<file path="src/hw/power_state_cfg.svh">
/*
 * Register offsets, field positions, reset values and codes for the power-state controller.
 * Assumes inclusion by bare name from the package and the design module.
 */
`ifndef POWER_STATE_CFG_SVH
`define POWER_STATE_CFG_SVH

// ----------------------------------------------------------------------------
// Register byte addresses
// ----------------------------------------------------------------------------
`define OFS_CPU_CLOCK_CONTROL 8'h04
`define OFS_OSC_CONTROL 8'h08
`define OFS_WAKE_ENABLE 8'h0C
`define OFS_POWER_STATUS 8'h10

// ----------------------------------------------------------------------------
// Field layout and values
// ----------------------------------------------------------------------------
`define CLK_CODE_W 3
`define CLK_CODE_SLEEP 3'h7
`define CLK_CODE_RESET 3'h0
`define OSC_SLOW_ON_BIT 0
`define OSC_CTRL_RESET 2'h1
`define LCD_ON_BIT 1
`define WAKE_ENABLE_RESET 8'h00

`endif

</file>
<file path="src/hw/power_state_pkg.sv">
/*
 * Types shared by the power-state controller.
 * Assumes the constants header is on the include path.
 */
`default_nettype none
package power_state_pkg;
    `include "power_state_cfg.svh"

    typedef enum logic [2:0] {
        ST_OPERATING = 3'h1,
        ST_HALT = 3'h2,
        ST_STANDBY = 3'h4
    } power_state_t;

    typedef struct packed {
        logic cpu_clk_en;
        logic slow_osc_en;
        logic timers_en;
        logic lcd_en;
        logic io_hold;
        logic ram_retain;
    } power_ctrl_t;
endpackage
`default_nettype wire

</file>
<file path="src/hw/power_state_control.sv">
/*
 * Power-state controller: operating, halt and standby, CPU clock divider,
 * port-A wake sources, AXI4-Lite register slave.
 * Assumes one clock aclk at 40 MHz, synchronous active-low reset, wake pins
 * synchronous to aclk.
 */
// Decided for this implementation: the AXI4-Lite register port.
`default_nettype none
`include "power_state_cfg.svh"

module power_state_control #(
    parameter int WAKE_PINS = 8
) (
    // Clock and reset
    input wire logic aclk,
    input wire logic aresetn,
    // AXI4-Lite slave
    input wire logic [7:0] s_axi_awaddr,
    input wire logic s_axi_awvalid,
    output logic s_axi_awready,
    input wire logic [31:0] s_axi_wdata,
    input wire logic [3:0] s_axi_wstrb,
    input wire logic s_axi_wvalid,
    output logic s_axi_wready,
    output logic [1:0] s_axi_bresp,
    output logic s_axi_bvalid,
    input wire logic s_axi_bready,
    input wire logic [7:0] s_axi_araddr,
    input wire logic s_axi_arvalid,
    output logic s_axi_arready,
    output logic [31:0] s_axi_rdata,
    output logic [1:0] s_axi_rresp,
    output logic s_axi_rvalid,
    input wire logic s_axi_rready,
    // Wake pins
    input wire logic [WAKE_PINS-1:0] wake_port_pins,
    // Power controls
    output logic cpu_clk_tick,
    output power_state_pkg::power_ctrl_t power_ctrl,
    output power_state_pkg::power_state_t power_state
);
    import power_state_pkg::*;

    // Wake logic is eight bits wide; wider or empty ports cannot be served
    if (WAKE_PINS < 1 || WAKE_PINS > 8) begin : gen_bad_pins
        $error("WAKE_PINS must be 1 to 8");
    end

    // ------------------------------------------------------------------------
    // Register state
    // ------------------------------------------------------------------------
    logic [`CLK_CODE_W-1:0] clk_code;
    logic [1:0] osc_ctrl;
    logic [7:0] wake_enable;
    logic [7:0] wake_prev;
    logic [7:0] wake_seen;
    logic [5:0] div_cnt;
    logic aw_held, w_held;
    logic [7:0] aw_addr;
    logic [31:0] w_data;
    logic [3:0] w_strb;

    function automatic logic [6:0] div_mask(input logic [2:0] code);
        // Divide by 2**code; tick when the counter's low bits are all ones
        div_mask = 7'((1 << code) - 1);
    endfunction

    // ------------------------------------------------------------------------
    // Write channel
    // ------------------------------------------------------------------------
    wire aw_take = s_axi_awvalid && s_axi_awready;
    wire w_take = s_axi_wvalid && s_axi_wready;
    wire wr_go = aw_held && w_held && !s_axi_bvalid;
    wire wr_lane0 = w_strb[0];
    wire wr_clk = wr_go && wr_lane0 && aw_addr == `OFS_CPU_CLOCK_CONTROL;
    wire wr_osc = wr_go && wr_lane0 && aw_addr == `OFS_OSC_CONTROL;
    wire wr_wake = wr_go && wr_lane0 && aw_addr == `OFS_WAKE_ENABLE;
    wire wr_mapped = aw_addr == `OFS_CPU_CLOCK_CONTROL || aw_addr == `OFS_OSC_CONTROL ||
                     aw_addr == `OFS_WAKE_ENABLE || aw_addr == `OFS_POWER_STATUS;
    wire sleep_req = wr_clk && w_data[`CLK_CODE_W-1:0] == `CLK_CODE_SLEEP;

    always_ff @(posedge aclk) begin
        if (!aresetn) begin
            aw_held <= 1'b0;
            w_held <= 1'b0;
            aw_addr <= 8'h00;
            w_data <= 32'h0;
            w_strb <= 4'h0;
            s_axi_awready <= 1'b0;
            s_axi_wready <= 1'b0;
            s_axi_bvalid <= 1'b0;
            s_axi_bresp <= 2'h0;
        end else begin
            s_axi_awready <= !aw_held && !aw_take && !s_axi_bvalid;
            s_axi_wready <= !w_held && !w_take && !s_axi_bvalid;
            if (aw_take) begin
                aw_held <= 1'b1;
                aw_addr <= {s_axi_awaddr[7:2], 2'h0};
            end
            if (w_take) begin
                w_held <= 1'b1;
                w_data <= s_axi_wdata;
                w_strb <= s_axi_wstrb;
            end
            if (wr_go) begin
                aw_held <= 1'b0;
                w_held <= 1'b0;
                s_axi_bvalid <= 1'b1;
                s_axi_bresp <= wr_mapped ? 2'h0 : 2'h2;
            end else if (s_axi_bvalid && s_axi_bready) begin
                s_axi_bvalid <= 1'b0;
            end
        end
    end

    // ------------------------------------------------------------------------
    // Read channel
    // ------------------------------------------------------------------------
    wire [7:0] rd_addr = {s_axi_araddr[7:2], 2'h0};
    wire rd_take = s_axi_arvalid && s_axi_arready;
    wire [31:0] rd_word =
        rd_addr == `OFS_CPU_CLOCK_CONTROL ? {29'h0, clk_code} :
        rd_addr == `OFS_OSC_CONTROL ? {30'h0, osc_ctrl} :
        rd_addr == `OFS_WAKE_ENABLE ? {24'h0, wake_enable} :
        rd_addr == `OFS_POWER_STATUS ? {21'h0, wake_seen, power_state} : 32'h0;
    wire rd_mapped = rd_addr == `OFS_CPU_CLOCK_CONTROL || rd_addr == `OFS_OSC_CONTROL ||
                     rd_addr == `OFS_WAKE_ENABLE || rd_addr == `OFS_POWER_STATUS;

    always_ff @(posedge aclk) begin
        if (!aresetn) begin
            s_axi_arready <= 1'b0;
            s_axi_rvalid <= 1'b0;
            s_axi_rdata <= 32'h0;
            s_axi_rresp <= 2'h0;
        end else begin
            s_axi_arready <= !s_axi_rvalid && !rd_take;
            if (rd_take) begin
                s_axi_rvalid <= 1'b1;
                s_axi_rdata <= rd_word;
                s_axi_rresp <= rd_mapped ? 2'h0 : 2'h2;
            end else if (s_axi_rvalid && s_axi_rready) begin
                s_axi_rvalid <= 1'b0;
            end
        end
    end

    // ------------------------------------------------------------------------
    // Wake detection
    // ------------------------------------------------------------------------
    wire [7:0] pins_ext = 8'(wake_port_pins);
    wire [7:0] wake_edge = pins_ext & ~wake_prev & wake_enable;
    wire sleeping = power_state != ST_OPERATING;
    wire wake_evt = sleeping && |wake_edge;
    wire slow_on = osc_ctrl[`OSC_SLOW_ON_BIT];

    // ------------------------------------------------------------------------
    // Power state machine
    // ------------------------------------------------------------------------
    power_state_t next_state;
    always_comb begin
        next_state = power_state;
        unique case (power_state)
            ST_OPERATING: begin
                if (sleep_req) begin
                    next_state = slow_on ? ST_HALT : ST_STANDBY;
                end
            end
            ST_HALT: begin
                if (wake_evt) begin
                    next_state = ST_OPERATING;
                end
            end
            ST_STANDBY: begin
                if (wake_evt) begin
                    next_state = ST_OPERATING;
                end
            end
            default: next_state = ST_OPERATING;
        endcase
    end

    wire next_op = next_state == ST_OPERATING;
    wire next_halt = next_state == ST_HALT;
    wire [6:0] mask = div_mask(clk_code);
    wire next_tick = next_op && clk_code != `CLK_CODE_SLEEP &&
                     ((7'(div_cnt) & mask) == mask);
    power_ctrl_t next_ctrl;
    always_comb begin
        next_ctrl.cpu_clk_en = next_op;
        next_ctrl.slow_osc_en = next_op || (next_halt && slow_on);
        next_ctrl.timers_en = next_ctrl.slow_osc_en;
        next_ctrl.lcd_en = next_ctrl.slow_osc_en && osc_ctrl[`LCD_ON_BIT];
        next_ctrl.io_hold = next_state == ST_STANDBY;
        next_ctrl.ram_retain = 1'b1;
    end

    always_ff @(posedge aclk) begin
        if (!aresetn) begin
            power_state <= ST_OPERATING;
            clk_code <= `CLK_CODE_RESET;
            osc_ctrl <= `OSC_CTRL_RESET;
            wake_enable <= `WAKE_ENABLE_RESET;
            wake_prev <= 8'h00;
            wake_seen <= 8'h00;
            div_cnt <= 6'h00;
            cpu_clk_tick <= 1'b0;
            power_ctrl <= '0;
        end else begin
            power_state <= next_state;
            wake_prev <= pins_ext;
            div_cnt <= div_cnt + 6'h01;
            cpu_clk_tick <= next_tick;
            power_ctrl <= next_ctrl;
            if (wr_clk) begin
                clk_code <= wake_evt ? `CLK_CODE_RESET : w_data[`CLK_CODE_W-1:0];
            end else if (wake_evt) begin
                clk_code <= `CLK_CODE_RESET;
            end
            if (wr_osc) begin
                osc_ctrl <= w_data[1:0];
            end
            if (wake_evt) begin
                osc_ctrl[`OSC_SLOW_ON_BIT] <= 1'b1;
            end
            if (wr_wake) begin
                wake_enable <= w_data[7:0];
            end
            if (wake_evt) begin
                wake_seen <= wake_edge;
            end else if (sleep_req) begin
                wake_seen <= 8'h00;
            end
        end
    end

    // ------------------------------------------------------------------------
    // Checks
    // ------------------------------------------------------------------------
    property p_standby_entry;
        @(posedge aclk) disable iff (!aresetn)
        (power_state == ST_OPERATING && sleep_req && !slow_on) |=> power_state == ST_STANDBY;
    endproperty
    a_standby_entry: assert property (p_standby_entry) else $error("standby not entered");

    property p_halt_entry;
        @(posedge aclk) disable iff (!aresetn)
        (power_state == ST_OPERATING && sleep_req && slow_on) |=> power_state == ST_HALT;
    endproperty
    a_halt_entry: assert property (p_halt_entry) else $error("halt not entered");

    property p_halt_no_cpu;
        @(posedge aclk) disable iff (!aresetn)
        (power_state == ST_HALT && !wake_evt) |=> !cpu_clk_tick && !power_ctrl.cpu_clk_en;
    endproperty
    a_halt_no_cpu: assert property (p_halt_no_cpu) else $error("cpu clock in halt");

    property p_standby_off;
        @(posedge aclk) disable iff (!aresetn)
        $rose(power_state == ST_STANDBY) && !wake_evt |=> !power_ctrl.lcd_en && !power_ctrl.slow_osc_en;
    endproperty
    a_standby_off: assert property (p_standby_off) else $error("lcd or osc on in standby");

    property p_standby_hold;
        @(posedge aclk) disable iff (!aresetn)
        (power_state == ST_STANDBY && !wake_evt) |=>
            power_ctrl.io_hold && power_ctrl.ram_retain && !power_ctrl.timers_en;
    endproperty
    a_standby_hold: assert property (p_standby_hold) else $error("standby retention");

    property p_operating_on;
        @(posedge aclk) disable iff (!aresetn)
        (power_state == ST_OPERATING) [*2] |-> power_ctrl.cpu_clk_en && power_ctrl.slow_osc_en;
    endproperty
    a_operating_on: assert property (p_operating_on) else $error("operating clocks off");

    property p_wake_masked;
        @(posedge aclk) disable iff (!aresetn)
        (power_state == ST_HALT && (pins_ext & ~wake_prev & wake_enable) == 8'h00) |=> power_state == ST_HALT;
    endproperty
    a_wake_masked: assert property (p_wake_masked) else $error("woke on masked pin");

    property p_wake_return;
        @(posedge aclk) disable iff (!aresetn)
        wake_evt |=> power_state == ST_OPERATING ##1 power_ctrl.slow_osc_en && power_ctrl.cpu_clk_en;
    endproperty
    a_wake_return: assert property (p_wake_return) else $error("wake not honoured");

    property p_div_spacing;
        @(posedge aclk) disable iff (!aresetn)
        (cpu_clk_tick && clk_code == 3'h1 && power_state == ST_OPERATING && $stable(clk_code)) |=> !cpu_clk_tick;
    endproperty
    a_div_spacing: assert property (p_div_spacing) else $error("divide by 2 broken");

    property p_reset_state;
        @(posedge aclk) !aresetn |=> power_state == ST_OPERATING && !cpu_clk_tick;
    endproperty
    a_reset_state: assert property (p_reset_state) else $error("reset state wrong");
endmodule

`default_nettype wire

</file>
<file path="config.mk">
export PLATFORM = sky130hd
export DESIGN_NAME = power_state_control
export DESIGN_NICKNAME = d
export VERILOG_FILES = /design/src/hw/power_state_pkg.sv /design/src/hw/power_state_control.sv
export VERILOG_INCLUDE_DIRS = /design/src /design/src/hw
export SDC_FILE = /design/constraint.sdc
export NUM_CORES = 1
export LEC_CHECK = 0
export BUFFER_PORTS_ARGS = -buffer_cell sky130_fd_sc_hd__buf_2
export CORE_MARGIN = 2
export CORE_UTILIZATION = 27
export DETAILED_ROUTE_END_ITERATION = 16
export PLACE_DENSITY = 0.59
export REMOVE_ABC_BUFFERS = 1
export SETUP_SLACK_MARGIN = 0.05
export SLEW_MARGIN = 15
export SYNTH_ARGS = -nofsm -noshare
export SYNTH_HDL_FRONTEND = slang
export SYNTH_SLANG_ARGS = --single-unit
</file>
<file path="constraint.sdc">
create_clock -name aclk -period 2.8 [get_ports aclk]
set_clock_uncertainty 0.05 [all_clocks]
set_input_delay 0.56 -clock aclk [delete_from_list [all_inputs] [get_ports aclk]]
set_output_delay 0.56 -clock aclk [all_outputs]
set_load 0.05 [all_outputs]
</file>
Word level (Yosys, flattened, before mapping)
Cells that the tools add are included.
{"block": "totals", "output_inout_bits": 51, "input_bits": 67, "ff_bits": 102, "word_cells": 117}
{"block": "op_classes", "shift": 1, "n_mux": 20, "bitwise_logic": 5, "eq_ne": 18, "reduce_logical": 44, "addsub": 2}
{"op": "two-way mux 11 bit", "count": 4}
{"op": "equality test 6 x 2 -> 1 bit (second input constant)", "count": 4}
{"op": "logical AND 1 bit", "count": 22}
{"op": "two-way mux 3 bit", "count": 6}
{"op": "bitwise AND 8 bit", "count": 2}
{"op": "two-way mux 8 bit", "count": 2}
{"op": "equality test 6 x 1 -> 1 bit (second input constant)", "count": 2}
{"op": "equality test 6 x 3 -> 1 bit (second input constant)", "count": 2}
{"op": "equality test 3 bit (second input constant)", "count": 3}
{"op": "NOT 8 bit", "count": 1}
{"op": "nonzero test 2 bit", "count": 4}
{"op": "OR reduction 8 bit", "count": 1}
{"op": "bitwise AND 6 x 7 -> 7 bit", "count": 1}
{"op": "equality test 7 bit", "count": 1}
{"op": "logical NOT 1 bit", "count": 7}
{"op": "logical OR 1 bit", "count": 7}
{"op": "<< shifter 1 x 3 -> 7 bit (first input constant)", "count": 1}
{"op": "subtractor 7 x 2 -> 7 bit (second input constant)", "count": 1}
{"op": "adder 6 x 1 -> 6 bit (second input constant)", "count": 1}
{"op": "equality test 3 x 1 -> 1 bit (second input constant)", "count": 2}
{"op": "equality test 3 x 2 -> 1 bit (second input constant)", "count": 2}
{"op": "case mux 3 bit (2 select lines)", "count": 1}
{"op": "OR reduction 2 bit", "count": 3}
{"op": "two-way mux 1 bit", "count": 5}
{"op": "4 further kinds", "count": 5}

Longest topological paths before layout
Gate-level depths: netlist (run 1).
{"block": "depth", "word_depth": 11, "mapped_depth": 8, "depth_no_buf": 8}

Least setup slack after synthesis (run 1)
No wires, ideal clock.
{"block": "synth_timing", "path_type": "reg-to-reg", "startpoint": "reg power_state[0]", "endpoint": "reg wake_seen[7]", "setup_ns": 0.087, "path_stages_with_launch": 6, "period_less_slack_ns": 1.764, "t_required_ns": 2.663, "setup_slack_ns": 1.036, "path_buffers": 1, "t_arrival_ns": 1.627, "cell_sequence": "dfxtp_1 > or3b_4 > o21ai_2 > buf_4 > nand3_1 > o31ai_1"}
{"block": "synth_via", "elab_chain_len": 3, "elab_cells_between_ends": 4, "cone_classes": "1 x eq/ne; 1 x mux; 2 x reduce/logical"}
{"item": "from (decl)", "line_no": "power_state_control.sv:40", "source": "output power_state_pkg::power_state_t power_state"}
{"item": "from (signal assigned)", "line_no": "power_state_control.sv:209", "source": "power_state <= next_state;"}
{"item": "!= test 3 x 1 -> 1 bit (*)", "line_no": "power_state_control.sv:152", "source": "wire sleeping = power_state != ST_OPERATING;"}
{"item": "logical AND 1 bit (*)", "line_no": "power_state_control.sv:153", "source": "wire wake_evt = sleeping && |wake_edge;"}
{"item": "two-way mux 8 bit / nonzero test 2 bit (equally long branches)"}
{"item": "to (signal assigned)", "line_no": "power_state_control.sv:229", "source": "wake_seen <= wake_edge;"}
{"item": "to (decl)", "line_no": "power_state_control.sv:56", "source": "logic [7:0] wake_seen;"}
Mark *: on every way between the ends. The rest lies on a longest branch, timed or not.
A chain may end at the register's enable or synchronous reset.

Final worst setup path (run 1)
{"block": "layout_timing", "startpoint": "reg wake_enable[5]", "endpoint": "reg clk_code[0]"}
{"block": "layout_via", "elab_chain_len": 5, "elab_cells_between_ends": 6, "cone_classes": "2 x mux; 1 x bitwise; 3 x reduce/logical"}
{"item": "from (decl)", "line_no": "power_state_control.sv:54", "source": "logic [7:0] wake_enable;"}
{"item": "from (signal assigned)", "line_no": "power_state_control.sv:202", "source": "wake_enable <= `WAKE_ENABLE_RESET;"}
{"item": "from (signal assigned)", "line_no": "power_state_control.sv:226", "source": "wake_enable <= w_data[7:0];"}
{"item": "bitwise AND 8 bit (*)", "line_no": "power_state_control.sv:151", "source": "wire [7:0] wake_edge = pins_ext & ~wake_prev & wake_enable;"}
{"item": "OR reduction 8 bit (*)", "line_no": "power_state_control.sv:153"}
{"item": "logical AND 1 bit (*)", "line_no": "power_state_control.sv:153"}
{"item": "two-way mux 3 bit", "line_no": "power_state_control.sv:215", "source": "clk_code <= wake_evt ? `CLK_CODE_RESET : w_data[`CLK_CODE_W-1:0];"}
{"item": "two-way mux 3 bit", "line_no": "power_state_control.sv:214", "source": "if (wr_clk) begin"}
{"item": "to (signal assigned)", "line_no": "power_state_control.sv:200", "source": "clk_code <= `CLK_CODE_RESET;"}
{"item": "to (signal assigned)", "line_no": "power_state_control.sv:215"}
{"item": "to (signal assigned)", "line_no": "power_state_control.sv:217", "source": "clk_code <= `CLK_CODE_RESET;"}
{"item": "to (decl)", "line_no": "power_state_control.sv:52", "source": "logic [`CLK_CODE_W-1:0] clk_code;"}
Marks and branches as above.

==> metrics.md, run 1 <==
| Metric | Value |
|---|---|
| Status | finished, final reports clean |
| Fraction of layout instances using a drive strength above 1 | 21.4% |
| Final Hold Viols | 0 |
| Final Non-Filler Cells | 608 |
| Crit-path max cell delay | 680 ps |
| Critical path cell sequence | nand3b_1 > nand4_1 > o21ai_2 > nand2_1 > nor2_1 |
| Number of flops mapped to enable cells by yosys | 0 |
| Seq/Total Area, Yosys | 47.0% |
| Peak supply drop | 0.000345 V |
| Fin nets | 504 |
| Crit path depth | 5 |
| Finished Core Util | 33.5% |
| Hold path depth | 2 |
| Core region area | 0.0121 mm² |
| Synth top area share | 47.0% |
| RSZ-0062 raised after global routing | false |
| Buf/Inv on CP | 0 |
| Reg2Reg Depth | 5 |
| Reg2Reg Launch Point | wake_enable[5] |
| Vias in the first global route | 2554 |
| Yosys warnings | 0 |
| Clock tree from TritonCTS | done |
| Area leader, netlist | dfxtp_1 |
| Gates resized, CTS repair | 0 |
| Vias/cell | 4.42 |
| Die span in x | 116 µm |
| R2r endpoint | clk_code[0] |
| Crit path required time | 3010 ps |
| Remaining global-route overflow | 0 |
| Final setup fails | 0 |
| GPL Wtd Cong | 0.816 |
| Routed length per instance | 12.5 µm |
| Number of remaining DRC errors | 0 |
| Critical Path Fanout Max | 18 |
| Area growth syn-to-layout | 20.4% |
| Worst Hold Class | input port to flip-flop |
| Clock-pin slew on the worst setup and hold paths | 60 ps |
| Vias | 2688 |
| Post-synth ARST share | 0% |
| Max-Slew Margin vs Limit | 50.6% |
| Post-DP HPWL | 5.73 mm |
| Post-route ant nets | 0 |
| Initial antenna violation count | 0 |
| Slowest stage cell on the critical path | o21ai_2 |
| Initial core utilization | 27.8% |
| WHS Endpoint | wake_prev[7] |
| Flop2flop setup slack | 980 ps |
| Max cap viols | 0 |
| Static leakage | 1.70 nW |
| Die H | 116 µm |
| Clk sinks | 79 |
| Row count | 40 |
| Worst-Skew Late Latency | 330 ps |
| Hold slack | 398 ps |
| Yosys cell types | 52 |
| H-tree Lvls | 3 |
| Synth Flop Type | dfxtp_1 |
| Critical path type | flip-flop to flip-flop |
| Root buffer cell | clkbuf_16 |
| Io pins | 118 |
| Crit. End Element | flip-flop |
| Tmin final | 1820 ps |
| Initial DRC Count | 79 |
| Port buffer count | 63 |
| Hold Path Origin | wake_port_pins[7] |
| Clock Tree Buf Depth | 2 |
| CTS Hold Buffers Added | 0 |
| Critical Path Source Type | flip-flop |
| Total track usage | 11.7% |
| Fmax | 0.550 GHz |
| Post-Synthesis Cell Area | 0.00336 mm² |
| Area of the die | 0.0134 mm² |
| Post-synthesis cell count | 372 |
| Global-route wire length before repair | 12.2 mm |
| CTS Buf Count | 9 |
| Post-Place Cells | 592 |
| Worst Tran Pin Value | 741 ps |
| PwrDens | 637 mW/mm² |
| Arrival @ worst endpoint | 2030 ps |
| Register bit total from synthesis | 79 |
| Largest net degree at the start of global routing | 26 |
| Pre-antenna DRT Iters | 4 |
| Post-CTS Setup Inserts | 0 |
| Syn Area/Cell | 9.04 µm² |
| Final WL | 7.58 mm |
| Fin crit share | 64.9% |
| Setup TNS | 0 ps |
| Delay-heaviest family, CP | compound AO/OA/AOI/OAI gates |
| Max Slew Vio Count | 0 |
| Synth area leaders | dfxtp_1 47%, buf_4 5.6%, mux2i_1 5.4%, nand2_1 4.8%, a21oi_1 4.0% |
| Number of diodes | 0 |
[cell type report]
class	count	area, µm²
clock inverter	6	67.6
tap	168	210
clock buffer	10	229
inverter	4	15.0
fill	1301	8060
sequential	79	1580
multi-input combinational	275	1610
timing repair buffer	66	338
[worst max path at each step]
stage                 startpoint          end  slack, ps
6_report          wake_enable[5]  clk_code[0]        980
3_5_place_dp   wake_port_pins[3]  clk_code[2]        680
5_1_grt           wake_enable[3]  clk_code[1]        790
3_3_place_gp   wake_port_pins[3]  clk_code[0]        720
2_1_floorplan     power_state[0]  clk_code[0]       1050
4_1_cts           wake_enable[1]  clk_code[2]        970
[flip-flops by register name (all words and copies together), names as in the netlist]
name / cells
s_axi_rdata: 11
w_data: 8
wake_enable: 8
wake_prev: 8
wake_seen: 8
aw_addr: 6
div_cnt: 6
power_ctrl: 5
clk_code: 3
power_state: 3
osc_ctrl: 2
aw_held: 1
cpu_clk_tick: 1
s_axi_arready: 1
s_axi_awready: 1
s_axi_bresp: 1
s_axi_bvalid: 1
s_axi_rresp: 1
s_axi_rvalid: 1
s_axi_wready: 1
w_held: 1
w_strb: 1
[per-stage QoR]
step	area, µm²	total power [mW]	setup slack [ps]
after CTS	4050	2.61	973
after global placement	3750	1.45	719
after detailed placement	3750	1.45	683
after floorplan	3210	1.38	1050
final	4050	2.58	982
after global routing	4050	2.68	793
[metal layers]
layer  track usage (%)  routed length [µm]
met5                 0                   0
met2              17.9                3180
met1              15.5                3750
met4              5.71                 140
met3              2.82                 505
[cell usage after synthesis, types with 3 or more instances]
| cell type | n |
|---|---|
| a21oi_1 | 27 |
| a22o_1 | 5 |
| a22oi_1 | 4 |
| and2_1 | 11 |
| buf_2 | 3 |
| buf_4 | 25 |
| clkbuf_1 | 7 |
| dfxtp_1 | 79 |
| inv_1 | 3 |
| mux2i_1 | 18 |
| nand2_1 | 43 |
| nand2b_1 | 6 |
| nand3_1 | 19 |
| nand3b_1 | 17 |
| nor2_1 | 30 |
| nor2b_1 | 5 |
| nor3_1 | 6 |
| nor4_1 | 4 |
| o21ai_0 | 11 |
| o21ai_1 | 8 |
| xnor2_1 | 4 |
[cell families after synthesis]
logic type	synth area share (%)
and+or+nand+nor	26.3
other	0.111
AOI/OAI and AO/OA	11.4
DFF	47.0
muxes	5.36
buffers and inverters	7.59
adders and majority gates	0.744
xor gates and xnor gates	1.56
[cell usage in the layout, fill, tap and decap left out, drive strengths merged, types with 2 or more instances in the layout]
cell type	count
a21oi	27
a22o	5
a22oi	4
and2	12
and3	3
buf	66
clkbuf	10
clkinvlp	2
conb	23
dfxtp	79
ha	2
inv	6
mux2i	18
nand2	43
nand2b	6
nand3	20
nand3b	17
nand4	4
nor2	31
nor2b	5
nor3	8
nor4	5
o21ai	20
o22ai	2
xnor2	4
xor2	2
[report_power, final]
part | switching [mW] | internal (mW) | leakage [nW] | total (mW)
clock network | 0.457 | 0.695 | 0.139 | 1.15
registers | 0.0267 | 1.16 | 0.644 | 1.18
logic | 0.181 | 0.0642 | 0.917 | 0.245
total | 0.665 | 1.92 | 1.70 | 2.58
(Power assumes the default switching activity.)
==> run 2: changes to the inputs <==
- PLACE_DENSITY: 0.59 -> 0.61
- clock period: 2.8 -> 1.5 ns (I/O delays scaled with it)
==> run 2 against run 1 <==
Effect of this change:
- the flow now finishes with violations (negative setup slack)
- maximum frequency rose by 15%
- largest cell class unchanged
- core utilization is 4.4 points higher
- worst setup slack got worse by 1100 ps
- clock power rose by 93%
- sequential cell count did not move
- register-to-register slack got worse by 1100 ps
- sequential power is 86% higher
- die area did not move
- worst hold slack worse by 240 ps
- critical path type unchanged
==> metrics.md, run 2 (same netlist as run 1, synthesis figures left out) <==
| Metric | Value |
|---|---|
| Final setup fails | 6 (+6) |
| RSZ-0062 raised after global routing | true |
| Post-DP HPWL | 6.05 mm (+5.6%) |
| Biggest register | s_axi_rdata |
| Post-route cell area | 0.00459 mm² (+13%) |
| Root buffer cell | clkbuf_16 |
| Slowest stage cell on the critical path | or3_4 |
| Fraction of layout instances using a drive strength above 1 | 32.6% (+11 points) |
| Fin nets | 548 (+8.7%) |
| Critical Path Source Type | flip-flop |
| Area of the die | 0.0134 mm² (unchanged) |
| Max FFs per register | 11 (unchanged) |
| Critical path cell sequence | or3_4 > ha_4 > o21bai_1 > a21oi_1 > o211ai_1 > nand2_1 > and4_1 |
| Remaining global-route overflow | 0 (unchanged) |
| Critical Path Fanout Max | 4 (-14) |
| Max Slew Vio Count | 0 (unchanged) |
| Vias | 2876 (+7.0%) |
| Largest net degree at the start of global routing | 31 (+19%) |
| Fin worst setup slack | -83.4 ps (-1070 ps) |
| Final WL | 8.17 mm (+7.8%) |
| Met1 Use GR | 16.7% (+1.3 points) |
| Crit. End Element | flip-flop |
| Die H | 116 µm (unchanged) |
| Tmin final | 1580 ps (-235 ps) |
| Number of remaining DRC errors | 0 (unchanged) |
| Io pins | 118 (unchanged) |
| Clock Tree Buf Depth | 2 (unchanged) |
| Failing checks | negative setup slack |
| Core region area | 0.0121 mm² (unchanged) |
| Register area | 0.00158 mm² (+0.16%) |
| Worst-Skew Late Latency | 330 ps (about the same) |
| Total track usage | 12.5% (+0.80 points) |
| Crit-path max cell delay | 390 ps (-290 ps) |
| Pre-antenna DRT Iters | 4 (unchanged) |
| CTS Hold Buffers Added | 0 (unchanged) |
| Global-route wire length before repair | 13.2 mm (+7.5%) |
| Hold slack | 156 ps (-242 ps) |
| Peak supply drop | 0.000540 V (+57%) |
| Met2 usage in global routing | 19.6% (+1.6 points) |
| GPL Wtd Cong | 0.857 (+5.0%) |
| Setup WS pre-CTS | -154 ps (-838 ps) |
| Post-DP Area | 0.00408 mm² (+8.7%) |
| Fmax | 0.632 GHz (+15%) |
| Vias in the first global route | 2698 (+5.6%) |
| Int Power | 3.67 mW (+92%) |
| Net Sw Power | 1.28 mW (+93%) |
| Clk pwr share | 44.7% (about the same) |
| Critical path type | flip-flop to flip-flop |
| Grt peak-use layer | met2 |
| Number of fill cells | 1249 (-4.0%) |
| H-tree Lvls | 3 (unchanged) |
| Worst Hold Class | input port to flip-flop |
| Arrival @ worst endpoint | 1810 ps (-220 ps) |
| Routed length per instance | 12.5 µm (+0.56%) |
| Initial core utilization | 27.8% (unchanged) |
| Number of diodes | 0 (unchanged) |
| Max cap viols | 0 (unchanged) |
| Routing usage on met3 | 3.19% (+0.37 points) |
| Most common cell after layout, fill and taps aside | dfxtp_1 |
| Port buffer count | 63 (unchanged) |
| Finished Core Util | 37.9% (+4.4 points) |
| Fin crit share | 106% (+41 points) |
| Crit path required time | 1720 ps (-1290 ps) |
| Vias/cell | 4.41 (-0.23%) |
| Most frequent cells in the layout | 77 x dfxtp_1, 60 x buf_2, 43 x nand2_1 |
| Area growth syn-to-layout | 36.3% |
| Row count | 40 (unchanged) |
| Clock-pin slew on the worst setup and hold paths | 60 ps (about the same) |
| CTS Buf Count | 9 (unchanged) |
| PwrDens | 1080 mW/mm² (+70%) |
| Post-route ant nets | 0 (unchanged) |
| Die span in x | 116 µm (unchanged) |
| Clock tree from TritonCTS | done |
| Initial DRC Count | 80 (+1.3%) |
| Net Sw Frac | 25.9% (+0.14 points) |
| Sequential share of power | 44.4% (-1.5 points) |
| Static leakage | 1.96 nW (+15%) |
| Combinational share of power | 10.8% (+1.3 points) |
| Initial antenna violation count | 0 (unchanged) |
| Multi-input gate area | 0.00174 mm² (+8.2%) |
| Clk sinks | 79 (unchanged) |
| Status | finished with violations |
| Final Hold Viols | 0 (unchanged) |
-- run 2: changes by cell type in the layout (fill, tap and decap cells not counted), sizes merged --
cell    delta
buf       +42
clkbuf     +2
-- run 2: metal layers --
metal	wire, µm	vias up
met5	0	-
met4	134	0
met3	400	10
met2	3690	93
met1	3950	1309
li1	-	1464
-- run 2: through the flow --
step / power, mW / TNS, ps / std cells
after floorplan: 2.58 / -5320 / 358
after CTS: 4.98 / -81.0 / 650
after detailed placement: 2.75 / -1010 / 632
after global placement: 2.74 / -718 / 632
final: 4.96 / -190 / 652
after global routing: 5.15 / -1180 / 652
-- run 2: worst paths after layout --
path,from,end,slack (ps),depth (start not counted)
max reg2reg,clk_code[0],cpu_clk_tick,-80,7
min,wake_port_pins[7],wake_prev[7],160,2
max,clk_code[0],cpu_clk_tick,-80,7
min reg2reg,s_axi_rvalid,s_axi_arready,390,1
-- run 2: area by class of cell --
cell class / instances / area share (%)
multi-input combinational: 275 / 38.0
timing repair buffer: 110 / 15.9
clock inverter: 6 / 1.47
sequential: 79 / 34.5
inverter: 4 / 0.327
clock buffer: 10 / 5.21
tap: 168 / 4.58
-- run 2: power groups by stage --
stage | logic (mW) | registers (mW) | clock network, mW
3_5_place_dp | 0.502 | 2.25 | 0
2_1_floorplan | 0.264 | 2.31 | 0
6_report | 0.536 | 2.20 | 2.22
5_1_grt | 0.579 | 2.21 | 2.36
3_3_place_gp | 0.497 | 2.24 | 0
4_1_cts | 0.511 | 2.20 | 2.27
-- run 2: worst max-delay path, delay by kind of cell, from the launching register on --
| family | cells | cell delay [ps] |
|---|---|---|
| adder cells (fa/ha/maj) | 1 | 170 |
| AND/OR/NAND/NOR | 3 | 610 |
| flip-flops | 1 | 300 |
| AO/OA/AOI/OAI | 3 | 390 |
-- run 2: timing repair --
action | 4_1_cts | 5_1_grt
endpoints found under the hold margin | 0 | 0
endpoints found under the setup margin | 27 | 31
setup buffers | 2 | 2
resized for setup | 9 | 25
pin swaps | 7 | 14
